### src/core/cgfs_pkg.sv
/*
  cgfs_pkg: register map, field positions, reset values and fixed
  rates of the clock generator control block.
  assumes: 32-bit APB, one register per aligned word.
*/
package cgfs_pkg;
  // register byte addresses
  localparam logic [7:0] FREQ_STATUS_ADDR = 8'h00;
  localparam logic [7:0] SPREAD_CTRL_ADDR = 8'h04;
  localparam logic [7:0] OUTPUT_EN_ADDR   = 8'h08;
  localparam logic [7:0] PAIR_SEL_ADDR    = 8'h0c;
  localparam logic [7:0] PIN_FUNC_ADDR    = 8'h14;

  // field positions
  localparam int SPREAD_EN_BIT   = 0;
  localparam int SPREAD_AMT_LSB  = 4;
  localparam int BUS_CLK0_EN_BIT = 0;
  localparam int DISPLAY_SEL_BIT = 0;
  localparam int CPU_REF_SEL_BIT = 1;
  localparam int REQ_TARGET_BIT  = 6;
  localparam int REQ_A_EN_BIT    = 7;
  localparam int RESERVED_BIT    = 3;
  localparam int PAIR0_RUN_BIT   = 4;
  localparam int PAIR2_RUN_BIT   = 5;

  // reset values
  localparam logic       SPREAD_EN_RST   = 1'b1;
  localparam logic [3:0] SPREAD_AMT_RST  = 4'h5;   // tenths of a percent, down
  localparam logic       BUS_CLK0_EN_RST = 1'b1;
  localparam logic [1:0] PAIR_SEL_RST    = 2'h0;
  localparam logic       REQ_A_EN_RST    = 1'b0;
  localparam logic       REQ_TARGET_RST  = 1'b0;

  // timing counts
  localparam int          BUS_CLK_DIV = 3;         // 100 MHz / 3 = 33.33 MHz
  localparam logic [1:0]  BUS_CLK_LAST = 2'h2;
  localparam int          REQ_SETTLE  = 2;

  // processor clock in units of 10 kHz
  localparam logic [15:0] CPU_266 = 16'h6829;      // 26665
  localparam logic [15:0] CPU_133 = 16'h3415;      // 13333
  localparam logic [15:0] CPU_200 = 16'h4e20;      // 20000
  localparam logic [15:0] CPU_166 = 16'h411a;      // 16666
  localparam logic [15:0] CPU_333 = 16'h8235;      // 33333
  localparam logic [15:0] CPU_100 = 16'h2710;      // 10000
  localparam logic [15:0] CPU_400 = 16'h9c40;      // 40000

  // fixed secondary rates, same units
  localparam logic [15:0] REF_PAIR_RATE = 16'h2710;
  localparam logic [15:0] BUS_CLK_RATE  = 16'h0d05;
  localparam logic [15:0] SERIAL_RATE   = 16'h12c0;
  localparam logic [15:0] DISPLAY_RATE  = 16'h2580;
endpackage

### src/core/cgfs_top.sv
/*
  cgfs_top: control logic of a multi-output clock generator: processor
  frequency decode, spread setting, pin 1 function mux, pair gating.
  assumes: APB master on pclk; the analog stages take rates and enables.
*/
// Implementation choices: the address map and the APB interface to the registers.
// Functional notes
// - latched select code c,b,a picks the processor clock; 111 is reserved
// - spread spectrum supported, resets to half percent down spread
// - after reset pin 1 is the shared-bus clock output
// - cleared output enable puts the shared-bus clock in high impedance
// - pin function bit: 0 shared-bus clock, 1 clock-request input
// - target bit: 0 controls reference pair 0, 1 controls pair 2
// - one pair selects between reference clock and 96 MHz display clock
// - one pair selects between processor clock and reference clock
`timescale 1ns/10ps
module cgfs_top (
  input  wire logic        pclk,
  input  wire logic        presetn,
  input  wire logic        psel,
  input  wire logic        penable,
  input  wire logic        pwrite,
  input  wire logic [7:0]  paddr,
  input  wire logic [31:0] pwdata,
  output logic [31:0]      prdata,
  output logic             pready,
  output logic             pslverr,
  input  wire logic        freq_select_a,
  input  wire logic        freq_select_b,
  input  wire logic        freq_select_c,
  input  wire logic        shared_bus_clock_out_0_i,
  output logic             shared_bus_clock_out_0_o,
  output logic             shared_bus_clock_out_0_oe,
  output logic [15:0]      cpu_rate,
  output logic             cpu_rate_reserved,
  output logic             spread_enable,
  output logic [3:0]       spread_down_tenths,
  output logic             ref_pair_0_run,
  output logic             ref_pair_2_run,
  output logic             display_pair_sel,
  output logic             cpu_ref_pair_sel,
  output logic [15:0]      ref_pair_rate,
  output logic [15:0]      bus_clock_rate,
  output logic [15:0]      serial_clock_rate,
  output logic [15:0]      display_rate
);
  typedef struct packed {
    logic        latched;
    logic [2:0]  fsel;
    logic [15:0] rate;
    logic        rsvd;
    logic        spr_en;
    logic [3:0]  spr_amt;
    logic        bus_en;
    logic [1:0]  pair_sel;
    logic        req_en;
    logic        req_tgt;
    logic [1:0]  div;
    logic        bus_clk;
    logic [31:0] rdata;
    logic        err;
  } cgfs_state_type;

  cgfs_state_type st_ff;
  cgfs_state_type nxt_st;
  logic           setup;
  logic           wr_access;
  logic           mapped;
  logic           req_active;
  logic           run0;
  logic           run2;

  assign setup     = psel && !penable;
  assign wr_access = psel && penable && pwrite && !st_ff.err;
  assign mapped    = paddr == cgfs_pkg::FREQ_STATUS_ADDR || paddr == cgfs_pkg::SPREAD_CTRL_ADDR ||
                     paddr == cgfs_pkg::OUTPUT_EN_ADDR || paddr == cgfs_pkg::PAIR_SEL_ADDR ||
                     paddr == cgfs_pkg::PIN_FUNC_ADDR;
  // request pin is only heard when the pin is an input
  assign req_active = st_ff.req_en && !shared_bus_clock_out_0_i;

  always_comb begin
    nxt_st = st_ff;
    // straps caught once, on the first edge after reset release
    if (!st_ff.latched) begin
      nxt_st.latched = 1'b1;
      nxt_st.fsel    = {freq_select_c, freq_select_b, freq_select_a};
      nxt_st.rsvd    = 1'b0;
      case ({freq_select_c, freq_select_b, freq_select_a})
        3'h0:    nxt_st.rate = cgfs_pkg::CPU_266;
        3'h1:    nxt_st.rate = cgfs_pkg::CPU_133;
        3'h2:    nxt_st.rate = cgfs_pkg::CPU_200;
        3'h3:    nxt_st.rate = cgfs_pkg::CPU_166;
        3'h4:    nxt_st.rate = cgfs_pkg::CPU_333;
        3'h5:    nxt_st.rate = cgfs_pkg::CPU_100;
        3'h6:    nxt_st.rate = cgfs_pkg::CPU_400;
        default: begin
          nxt_st.rate = 16'h0000;
          nxt_st.rsvd = 1'b1;
        end
      endcase
    end
    // 33.33 MHz: high one cycle in three, duty traded for a single clock
    nxt_st.div     = (st_ff.div == cgfs_pkg::BUS_CLK_LAST) ? 2'h0 : st_ff.div + 2'h1;
    nxt_st.bus_clk = nxt_st.div == 2'h0;
    // read data captured in setup so the access phase needs no wait
    if (setup) begin
      nxt_st.err   = !mapped;
      nxt_st.rdata = 32'h0000_0000;
      case (paddr)
        cgfs_pkg::FREQ_STATUS_ADDR: begin
          nxt_st.rdata[2:0]                    = st_ff.fsel;
          nxt_st.rdata[cgfs_pkg::RESERVED_BIT]  = st_ff.rsvd;
          nxt_st.rdata[cgfs_pkg::PAIR0_RUN_BIT] = run0;
          nxt_st.rdata[cgfs_pkg::PAIR2_RUN_BIT] = run2;
        end
        cgfs_pkg::SPREAD_CTRL_ADDR: begin
          nxt_st.rdata[cgfs_pkg::SPREAD_EN_BIT] = st_ff.spr_en;
          nxt_st.rdata[cgfs_pkg::SPREAD_AMT_LSB +: 4] = st_ff.spr_amt;
        end
        cgfs_pkg::OUTPUT_EN_ADDR: nxt_st.rdata[cgfs_pkg::BUS_CLK0_EN_BIT] = st_ff.bus_en;
        cgfs_pkg::PAIR_SEL_ADDR:  nxt_st.rdata[1:0] = st_ff.pair_sel;
        cgfs_pkg::PIN_FUNC_ADDR: begin
          nxt_st.rdata[cgfs_pkg::REQ_A_EN_BIT]   = st_ff.req_en;
          nxt_st.rdata[cgfs_pkg::REQ_TARGET_BIT] = st_ff.req_tgt;
        end
        default: nxt_st.rdata = 32'h0000_0000;
      endcase
    end
    if (wr_access) begin
      case (paddr)
        cgfs_pkg::SPREAD_CTRL_ADDR: begin
          nxt_st.spr_en  = pwdata[cgfs_pkg::SPREAD_EN_BIT];
          nxt_st.spr_amt = pwdata[cgfs_pkg::SPREAD_AMT_LSB +: 4];
        end
        cgfs_pkg::OUTPUT_EN_ADDR: nxt_st.bus_en = pwdata[cgfs_pkg::BUS_CLK0_EN_BIT];
        cgfs_pkg::PAIR_SEL_ADDR:  nxt_st.pair_sel = pwdata[1:0];
        cgfs_pkg::PIN_FUNC_ADDR: begin
          nxt_st.req_en  = pwdata[cgfs_pkg::REQ_A_EN_BIT];
          nxt_st.req_tgt = pwdata[cgfs_pkg::REQ_TARGET_BIT];
        end
        default: nxt_st.err = st_ff.err;
      endcase
    end
  end

  always_ff @(posedge pclk or negedge presetn) begin
    if (!presetn) begin
      st_ff          <= '0;
      st_ff.spr_en   <= cgfs_pkg::SPREAD_EN_RST;
      st_ff.spr_amt  <= cgfs_pkg::SPREAD_AMT_RST;
      st_ff.bus_en   <= cgfs_pkg::BUS_CLK0_EN_RST;
      st_ff.pair_sel <= cgfs_pkg::PAIR_SEL_RST;
      st_ff.req_en   <= cgfs_pkg::REQ_A_EN_RST;
      st_ff.req_tgt  <= cgfs_pkg::REQ_TARGET_RST;
    end else begin
      st_ff <= nxt_st;
    end
  end

  // a target pair stops only while the request input is heard and released
  cgfs_pair_gate #(.SETTLE(cgfs_pkg::REQ_SETTLE)) u_gate0 (
    .pclk    (pclk),
    .presetn (presetn),
    .run_req (!(st_ff.req_en && !st_ff.req_tgt) || req_active),
    .running (run0)
  );
  cgfs_pair_gate #(.SETTLE(cgfs_pkg::REQ_SETTLE)) u_gate2 (
    .pclk    (pclk),
    .presetn (presetn),
    .run_req (!(st_ff.req_en && st_ff.req_tgt) || req_active),
    .running (run2)
  );

  // host need not drop bus_en first; enable also masked by pin function
  assign shared_bus_clock_out_0_oe = st_ff.bus_en && !st_ff.req_en;
  assign shared_bus_clock_out_0_o  = st_ff.bus_clk;
  assign cpu_rate           = st_ff.rate;
  assign cpu_rate_reserved  = st_ff.rsvd;
  assign spread_enable      = st_ff.spr_en;
  assign spread_down_tenths = st_ff.spr_amt;
  assign ref_pair_0_run     = run0;
  assign ref_pair_2_run     = run2;
  assign display_pair_sel   = st_ff.pair_sel[cgfs_pkg::DISPLAY_SEL_BIT];
  assign cpu_ref_pair_sel   = st_ff.pair_sel[cgfs_pkg::CPU_REF_SEL_BIT];
  assign ref_pair_rate      = cgfs_pkg::REF_PAIR_RATE;
  assign bus_clock_rate     = cgfs_pkg::BUS_CLK_RATE;
  assign serial_clock_rate  = cgfs_pkg::SERIAL_RATE;
  assign display_rate       = cgfs_pkg::DISPLAY_RATE;
  assign prdata             = st_ff.rdata;
  assign pready             = 1'b1;
  assign pslverr            = psel && penable && st_ff.err;

  freq_decode_a: assert property (@(posedge pclk) disable iff (!presetn)
    !st_ff.latched ##1 st_ff.latched |-> ($past(freq_select_c, 1) && $past(freq_select_b, 1)
      && $past(freq_select_a, 1)) == cpu_rate_reserved
      && (cpu_rate == 16'h0000) == cpu_rate_reserved)
    else $error("reserved select code not flagged");
  rate_hold_a: assert property (@(posedge pclk) disable iff (!presetn)
    st_ff.latched |=> $stable(cpu_rate))
    else $error("processor rate moved after latch");
  spread_reset_a: assert property (@(posedge pclk)
    $rose(presetn) |-> spread_enable == cgfs_pkg::SPREAD_EN_RST
      && spread_down_tenths == cgfs_pkg::SPREAD_AMT_RST)
    else $error("spread not at half percent down after reset");
  pin_default_a: assert property (@(posedge pclk)
    $rose(presetn) |-> shared_bus_clock_out_0_oe && !st_ff.req_en && !st_ff.req_tgt)
    else $error("pin 1 not a clock output after reset");
  hiz_when_off_a: assert property (@(posedge pclk) disable iff (!presetn)
    psel && penable && pwrite && paddr == cgfs_pkg::OUTPUT_EN_ADDR
      && !pwdata[cgfs_pkg::BUS_CLK0_EN_BIT] |=> !st_ff.bus_en && !shared_bus_clock_out_0_oe)
    else $error("pin driven while disabled");
  func_write_a: assert property (@(posedge pclk) disable iff (!presetn)
    psel && penable && pwrite && paddr == cgfs_pkg::PIN_FUNC_ADDR
      |=> st_ff.req_en == $past(pwdata[cgfs_pkg::REQ_A_EN_BIT], 1)
      && st_ff.req_tgt == $past(pwdata[cgfs_pkg::REQ_TARGET_BIT], 1))
    else $error("pin function write lost");
  target_idle_a: assert property (@(posedge pclk) disable iff (!presetn)
    (st_ff.req_en && st_ff.req_tgt) [*3] |-> run0)
    else $error("untargeted pair 0 stopped");
  stop_clean_a: assert property (@(posedge pclk) disable iff (!presetn)
    (st_ff.req_en && !st_ff.req_tgt && shared_bus_clock_out_0_i) [*3] |-> !run0)
    else $error("pair 0 not stopped by released request");
  pair_sel_a: assert property (@(posedge pclk) disable iff (!presetn)
    psel && penable && pwrite && paddr == cgfs_pkg::PAIR_SEL_ADDR
      |=> {cpu_ref_pair_sel, display_pair_sel} == $past(pwdata[1:0], 1))
    else $error("pair select write lost");
  bus_clock_a: assert property (@(posedge pclk) disable iff (!presetn)
    shared_bus_clock_out_0_o |=> !shared_bus_clock_out_0_o ##1 !shared_bus_clock_out_0_o
      ##1 shared_bus_clock_out_0_o)
    else $error("shared bus clock off its divide by three");
endmodule

### src/core/cgfs_pair_gate.sv
/*
  cgfs_pair_gate: clean start/stop of one reference pair.
  assumes: request is synchronous to pclk; run only moves after the
  request has held steady, so a glitching request cannot chop the pair.
*/
`timescale 1ns/10ps
module cgfs_pair_gate #(
  parameter int SETTLE = 2
) (
  input  wire logic pclk,
  input  wire logic presetn,
  input  wire logic run_req,
  output logic      running
);
  typedef struct packed {
    logic [3:0] cnt;
    logic       run;
  } cgfs_gate_type;

  cgfs_gate_type st_ff;
  cgfs_gate_type nxt_st;

  always_comb begin
    nxt_st = st_ff;
    if (run_req == st_ff.run) begin
      nxt_st.cnt = 4'h0;
    end else if (st_ff.cnt == 4'(SETTLE - 1)) begin
      nxt_st.run = run_req;
      nxt_st.cnt = 4'h0;
    end else begin
      nxt_st.cnt = st_ff.cnt + 4'h1;
    end
  end

  always_ff @(posedge pclk or negedge presetn) begin
    if (!presetn) begin
      st_ff <= '{cnt: 4'h0, run: 1'b1};
    end else begin
      st_ff <= nxt_st;
    end
  end

  assign running = st_ff.run;

  stop_settle_a: assert property (@(posedge pclk) disable iff (!presetn)
    $changed(running) |-> $past(run_req, 1) == running && $past(run_req, SETTLE) == running)
    else $error("pair run changed without a settled request");
endmodule

### config.mk
export PLATFORM = sky130hd
export DESIGN_NAME = cgfs_top
export DESIGN_NICKNAME = d
export VERILOG_FILES = /design/src/core/cgfs_pkg.sv /design/src/core/cgfs_top.sv /design/src/core/cgfs_pair_gate.sv
export SDC_FILE = /design/constraint.sdc
export NUM_CORES = 1
export LEC_CHECK = 0
export BUFFER_PORTS_ARGS = -buffer_cell sky130_fd_sc_hd__buf_2
export CELL_PAD_IN_SITES_DETAIL_PLACEMENT = 0
export CELL_PAD_IN_SITES_GLOBAL_PLACEMENT = 1
export CORE_ASPECT_RATIO = 0.6
export CORE_MARGIN = 3
export CORE_UTILIZATION = 25
export CTS_CLUSTER_DIAMETER = 150
export DETAILED_ROUTE_END_ITERATION = 8
export PLACE_DENSITY = 0.74
export SLEW_MARGIN = 5
export SYNTH_ARGS = -nofsm -noshare
export SYNTH_HDL_FRONTEND = slang
export SYNTH_HIERARCHICAL = 1
export SYNTH_SLANG_ARGS = --single-unit
### constraint.sdc
create_clock -name pclk -period 1.9 [get_ports pclk]
set_clock_uncertainty 0.05 [all_clocks]
set_input_delay 0 -clock pclk [delete_from_list [all_inputs] [get_ports pclk]]
set_output_delay 0 -clock pclk [all_outputs]
set_load 0.05 [all_outputs]
**Yosys cells after proc, flatten, opt, wreduce, memory -nomap -nowiden**

Cells that the tools add are included.
W data, S select, Z words.

- $add $sub $neg: 3
- Equality and inequality tests: 16
- Multiplexer cells: 15
- Bitwise gates (word level): 2
- Reduce and logical (&&, ||, !) cells: 34

Operators with widths:

| cell | count |
|---|---|
| $pmux W16 S7 | 1 |
| $eq A8 B4 Y1 const B | 2 |
| $mux W4 | 4 |
| $reduce_and A2 Y1 | 6 |
| $eq A3 B3 Y1 const B | 3 |
| $logic_and A1 B1 Y1 | 9 |
| $add A4 B1 Y4 const B | 2 |
| $eq A4 B1 Y1 const B | 2 |
| $eq A8 B3 Y1 const B | 1 |
| $eq A8 B5 Y1 const B | 1 |
| $logic_not A1 Y1 | 8 |
| $logic_not A8 Y1 | 1 |
| $pmux W2 S2 | 2 |
| $reduce_or A7 Y1 | 1 |
| $eq A3 B2 Y1 const B | 2 |
| $logic_or A1 B1 Y1 | 6 |
| $mux W1 | 4 |
| $mux W2 | 2 |
| $pmux W1 S4 | 1 |
| $reduce_or A4 Y1 | 1 |
| $eq A3 B1 Y1 const B | 1 |
| $logic_not A3 Y1 | 1 |
| $add A2 B1 Y2 const B | 1 |
| $eq A1 B1 Y1 | 2 |
| 5 further kinds | 6 |

- Flip-flop bits (word level): 53
- Bits of input ports: 49
- Word-level logic and storage cells: 88

**Logic depth before layout (Yosys ltp)**

- Word-level depth: 9
- Gate-level depth with buffers: 5
- Gate-level depth less buffers: 3

**By module**

Netlist, hierarchy kept.

Modules (own cells, without submodules):

| module | instances | cells each | area each (um2) | seq. area each (um2) |
|---|---|---|---|---|
| cgfs_top | 1 | 275 | 2,737.6 | 1,056.0 |
| cgfs_pair_gate | 2 | 19 | 225.2 | 126.4 |

**Worst setup path after synthesis**

OpenSTA, ideal clock, no wires.

- Path kind: flip-flop to flip-flop
- Start: register st_ff, in the netlist display_pair_sel
- End: register st_ff, in the netlist prdata[0]
- Library setup time: 0.137 ns
- Arrival: 1.205 ns
- Required time: 1.713 ns
- Setup slack: 0.508 ns
- Stages on the path, launching flop included: 4
- Path buffers: 0
- Clock period less this slack: 1.392 ns
- Path through: dfrtp_1 -> mux4_2 -> nand3_1 -> o21ai_0

- Longest elaborated chain between the ends: 1

RTL lines:

| what | RTL line | text |
|---|---|---|
| start: declaration | cgfs_top.sv:64 | `cgfs_state_type st_ff;` |
| start signal: assignment | cgfs_top.sv:156 | `st_ff <= nxt_st;` |
| $pmux W1 S4 | cgfs_top.sv:109 | `case (paddr)` |

No other way between the ends.
A chain may end at the register's enable or synchronous reset.

**Worst setup path in the final report**

- Start: register st_ff[0] in the netlist's numbering
- End: register st_ff, in the netlist display_pair_sel

- Longest elaborated chain between the ends: 3

RTL lines:

| what | RTL line | text |
|---|---|---|
| $logic_not A1 Y1 | cgfs_top.sv:74 | `assign wr_access = psel && penable && pwrite && !st_ff.err;` |
| $logic_and A1 B1 Y1 | cgfs_top.sv:74 |  |
| $reduce_and A2 Y1 (no line) | n/a |  |

No other way between the ends.

==> results.sh <==
export IMPL_grt_pass1_vias=1755
export IMPL_cts_htree_levels=2
export IMPL_cts_tree="yes"
export IMPL_switching_share_pct=37.4
export IMPL_synth_area_top_cells="dfrtp_1 36%, buf_4 28%, dfstp_2 4.9%, mux2_2 4.6%, nand2_1 2.5%"
export IMPL_seq_area_frac_synth_pct=41.1
export IMPL_yosysTopAreaCell="dfrtp_1"
export IMPL_drcViolationCount=0
export IMPL_cp_cell_sequence="and4b_1 -> and4_1 -> mux2_2"
export IMPL_p_clk_share_pct=31.5
export IMPL_synth_area_um2=3190
export IMPL_fin_cells=515
export IMPL_cpPeakStageDelay_ps=400
export IMPL_die_y_um=93.5
export IMPL_drt_wirelength_per_cell_um=12.1
export IMPL_synth_most_common_cell="buf_4"
export IMPL_grt_ovfl_total=0
export IMPL_rows=31
export IMPL_power_frac_seq_pct=42.4
export IMPL_nets=398
export IMPL_multiInputGateArea_um2=1280
export IMPL_ys_seq_elements=52
export IMPL_hold_path_class="input pin to flip-flop"
export IMPL_p_sw_mw=1.04
export IMPL_top_level_ports=175
export IMPL_dp_cells=500
export IMPL_cap_viol_max_count=0
export IMPL_root_buffer="clkbuf_16"
export IMPL_core_area_um2=12300
export IMPL_cts_buffer_depth=2
export IMPL_die_x_um=152
export IMPL_grt_max_degree=53
export IMPL_antenna_left=0
export IMPL_fin_crit_ps=1560
export IMPL_synth_edff_count=0
export IMPL_setup_viol=0
export IMPL_powerDensity_nw_per_um2=833
export IMPL_clkTransAtPathRegs_ps=70
export IMPL_place_ws_ps=377
export IMPL_worst_ep_required_time_ps=2020
export IMPL_slew_violations=0
export IMPL_design_area_um2=3340
export IMPL_hold_viol_final=0
export IMPL_synth_flop_cell="dfrtp_1"
export IMPL_tightest_slew_ps=749
export IMPL_whs_ps=2.88
export IMPL_relSlewSlack_pct=50.1
export IMPL_dieArea_um2=14200
export IMPL_crit_buf_inv=0
export IMPL_vias_per_cell=3.58
export IMPL_cts_resized=0
export IMPL_synth_avg_cell_area_um2=10.2
export IMPL_slowest_stage="dfrtp_1"
export IMPL_fin_setup_tns_ps=0
export IMPL_cp_start_kind="flip-flop"
export IMPL_p_total_mw=2.78
export IMPL_crit_cells=3
export IMPL_grtUsageTotal_pct=8.14
export IMPL_yosys_top_cells_count="118 x buf_4, 46 x dfrtp_1, 21 x nand2_1"
export IMPL_pwr_share_comb_pct=26.0
export IMPL_async_flop_share_pct=100
export IMPL_rsz0062_at_grt="false"
export IMPL_vdd_ir_drop_max_mv=0.337
export IMPL_worstPathMaxFanout=4
export IMPL_crit_path_end_kind="flip-flop"
export IMPL_dr_pass1_iters=4
export IMPL_critical_path_class="flip-flop to flip-flop"
export IMPL_drive_above_1_share_pct=28.0
export IMPL_place_gp_congestion=0.754
export IMPL_fillers=1320
export IMPL_drt_iter0_markers=83
export IMPL_p_int_mw=1.74
export IMPL_portBuffers=58
export IMPL_period_share_pct=82.2
export IMPL_vias=1842
export IMPL_leakage_nw=1.71
export IMPL_area_delta_synth_final_pct=4.79
export IMPL_dp_hpwl_um=4870
export IMPL_antenna_cells=0
export IMPL_postCtsSetupBuffers=0
export IMPL_antenna_found_initial=0
export IMPL_status="completed"
export IMPL_critPathTopFamily="simple AND/OR/NAND/NOR gates"
export IMPL_min_path_cells=4
export IMPL_cts_sinks=52
export IMPL_rr_worst_depth=3
export IMPL_numCtsBuffers=5
export IMPL_arrival_ps=1680
export IMPL_finalWirelength_um=6230
export IMPL_seq_area_um2=1310
export IMPL_dpl_cell_area_um2=3130
export IMPL_synth_top_area_share_pct=36.1
export IMPL_grt_pass1_wl_um=9060
export IMPL_fmax_mhz=640
export IMPL_worst_slack_ps=338
export IMPL_initial_core_util_pct=26.0
export IMPL_post_synth_inst_count=313
export IMPL_insertion_delay_ps=280
export IMPL_ys_types=40
export IMPL_yosysWarnings=6
export IMPL_fin_util_pct=27.3
logic make-up after synthesis:
family	share of synthesized area, %
compound gates	7.50
xor+xnor	1.92
buf+inv	29.2
flops	41.1
mux	7.81
other cells	0.236
simple gates	12.3
metal layers:
| metal | global-route usage (%) | wire length [µm] | vias to the layer above |
|---|---|---|---|
| li1 | - | - | 897 |
| met3 | 3.15 | 376 | 4 |
| met5 | 0 | 0 | - |
| met2 | 12.4 | 2920 | 42 |
| met1 | 10.9 | 2890 | 899 |
| met4 | 1.79 | 43 | 0 |
power by group through the flow:
| stage | Sequential, mW | Clock [mW] | Combinational, mW |
|---|---|---|---|
| after global routing | 1.19 | 0.952 | 0.763 |
| after global placement | 1.20 | 0 | 0.708 |
| final | 1.18 | 0.876 | 0.724 |
| after CTS | 1.18 | 0.914 | 0.724 |
| after floorplan | 1.19 | 0 | 0.791 |
| after detailed placement | 1.20 | 0 | 0.712 |
flip-flops by register name (all words and copies together) (netlist names):
name / count
display_pair_sel: 1
cpu_ref_pair_sel: 1
prdata: 8
spread_down_tenths: 4
u_gate0/st_ff: 4
cpu_rate_reserved: 1
u_gate2/running: 1
shared_bus_clock_out_0_o: 1
spread_enable: 1
u_gate2/st_ff: 4
st_ff: 10
u_gate0/running: 1
cpu_rate: 15
path summary, 6_finish.rpt:
path / startpoint / endpoint / slack (ps)
min in group asynchronous: presetn / cpu_rate[10]$_DFFE_PN0N_ / 180
worst min register to register: st_ff[35]$_DFF_PN0_ / shared_bus_clock_out_0_o$_DFF_PN0_ / 350
worst min-delay path: paddr[6] / prdata[1]$_DFFE_PN0P_ / 3
worst max register to register: st_ff[0]$_DFFE_PN0P_ / display_pair_sel$_DFFE_PN0P_ / 340
worst max-delay path: st_ff[0]$_DFFE_PN0P_ / display_pair_sel$_DFFE_PN0P_ / 340
max in group asynchronous: presetn / u_gate0/running$_DFFE_PN1P_ / 1320
cell usage in the layout, fill, tap and decap left out, types with 2 or more instances in the layout:
master         instances
inv_1                  3
nor3b_2                2
nor2b_1                3
and2_1                 2
nor2b_2                2
buf_2                 58
clkbuf_16              5
nand3b_1               2
nand3_1                5
dfrtp_1               46
nor2_1                12
o41ai_1                2
xor2_1                 4
nand2b_1               9
nand4_1                2
o31ai_1                6
mux2i_1                5
mux2_2                13
a22o_1                 6
xnor2_1                3
a21oi_1                4
clkinv_2               2
a21o_1                 2
nand2_1               21
conb_1                91
o21ai_0                9
dlygate4sd3_1          7
dfstp_2                6
mux2_4                 2
area by class of cell:
type,instances,share of cell area (%)
clock buffers,5,3.75
clock inverters,3,0.562
inverters,3,0.337
multi-input cells,220,38.4
flip-flops and latches,52,39.2
well taps,165,6.18
repair buffers,67,11.6
repair_timing:
action,4_1_cts,5_1_grt
endpoints found under the hold margin,62,0
setup endpoints to repair,0,0
hold buffers,7,0
worst register-to-register path: stages (launching register included):
cell     delay [ps]
dfrtp_1         400
and4b_1         370
and4_1          290
mux2_2          350
No activity file was read; power rests on OpenSTA's default activity.
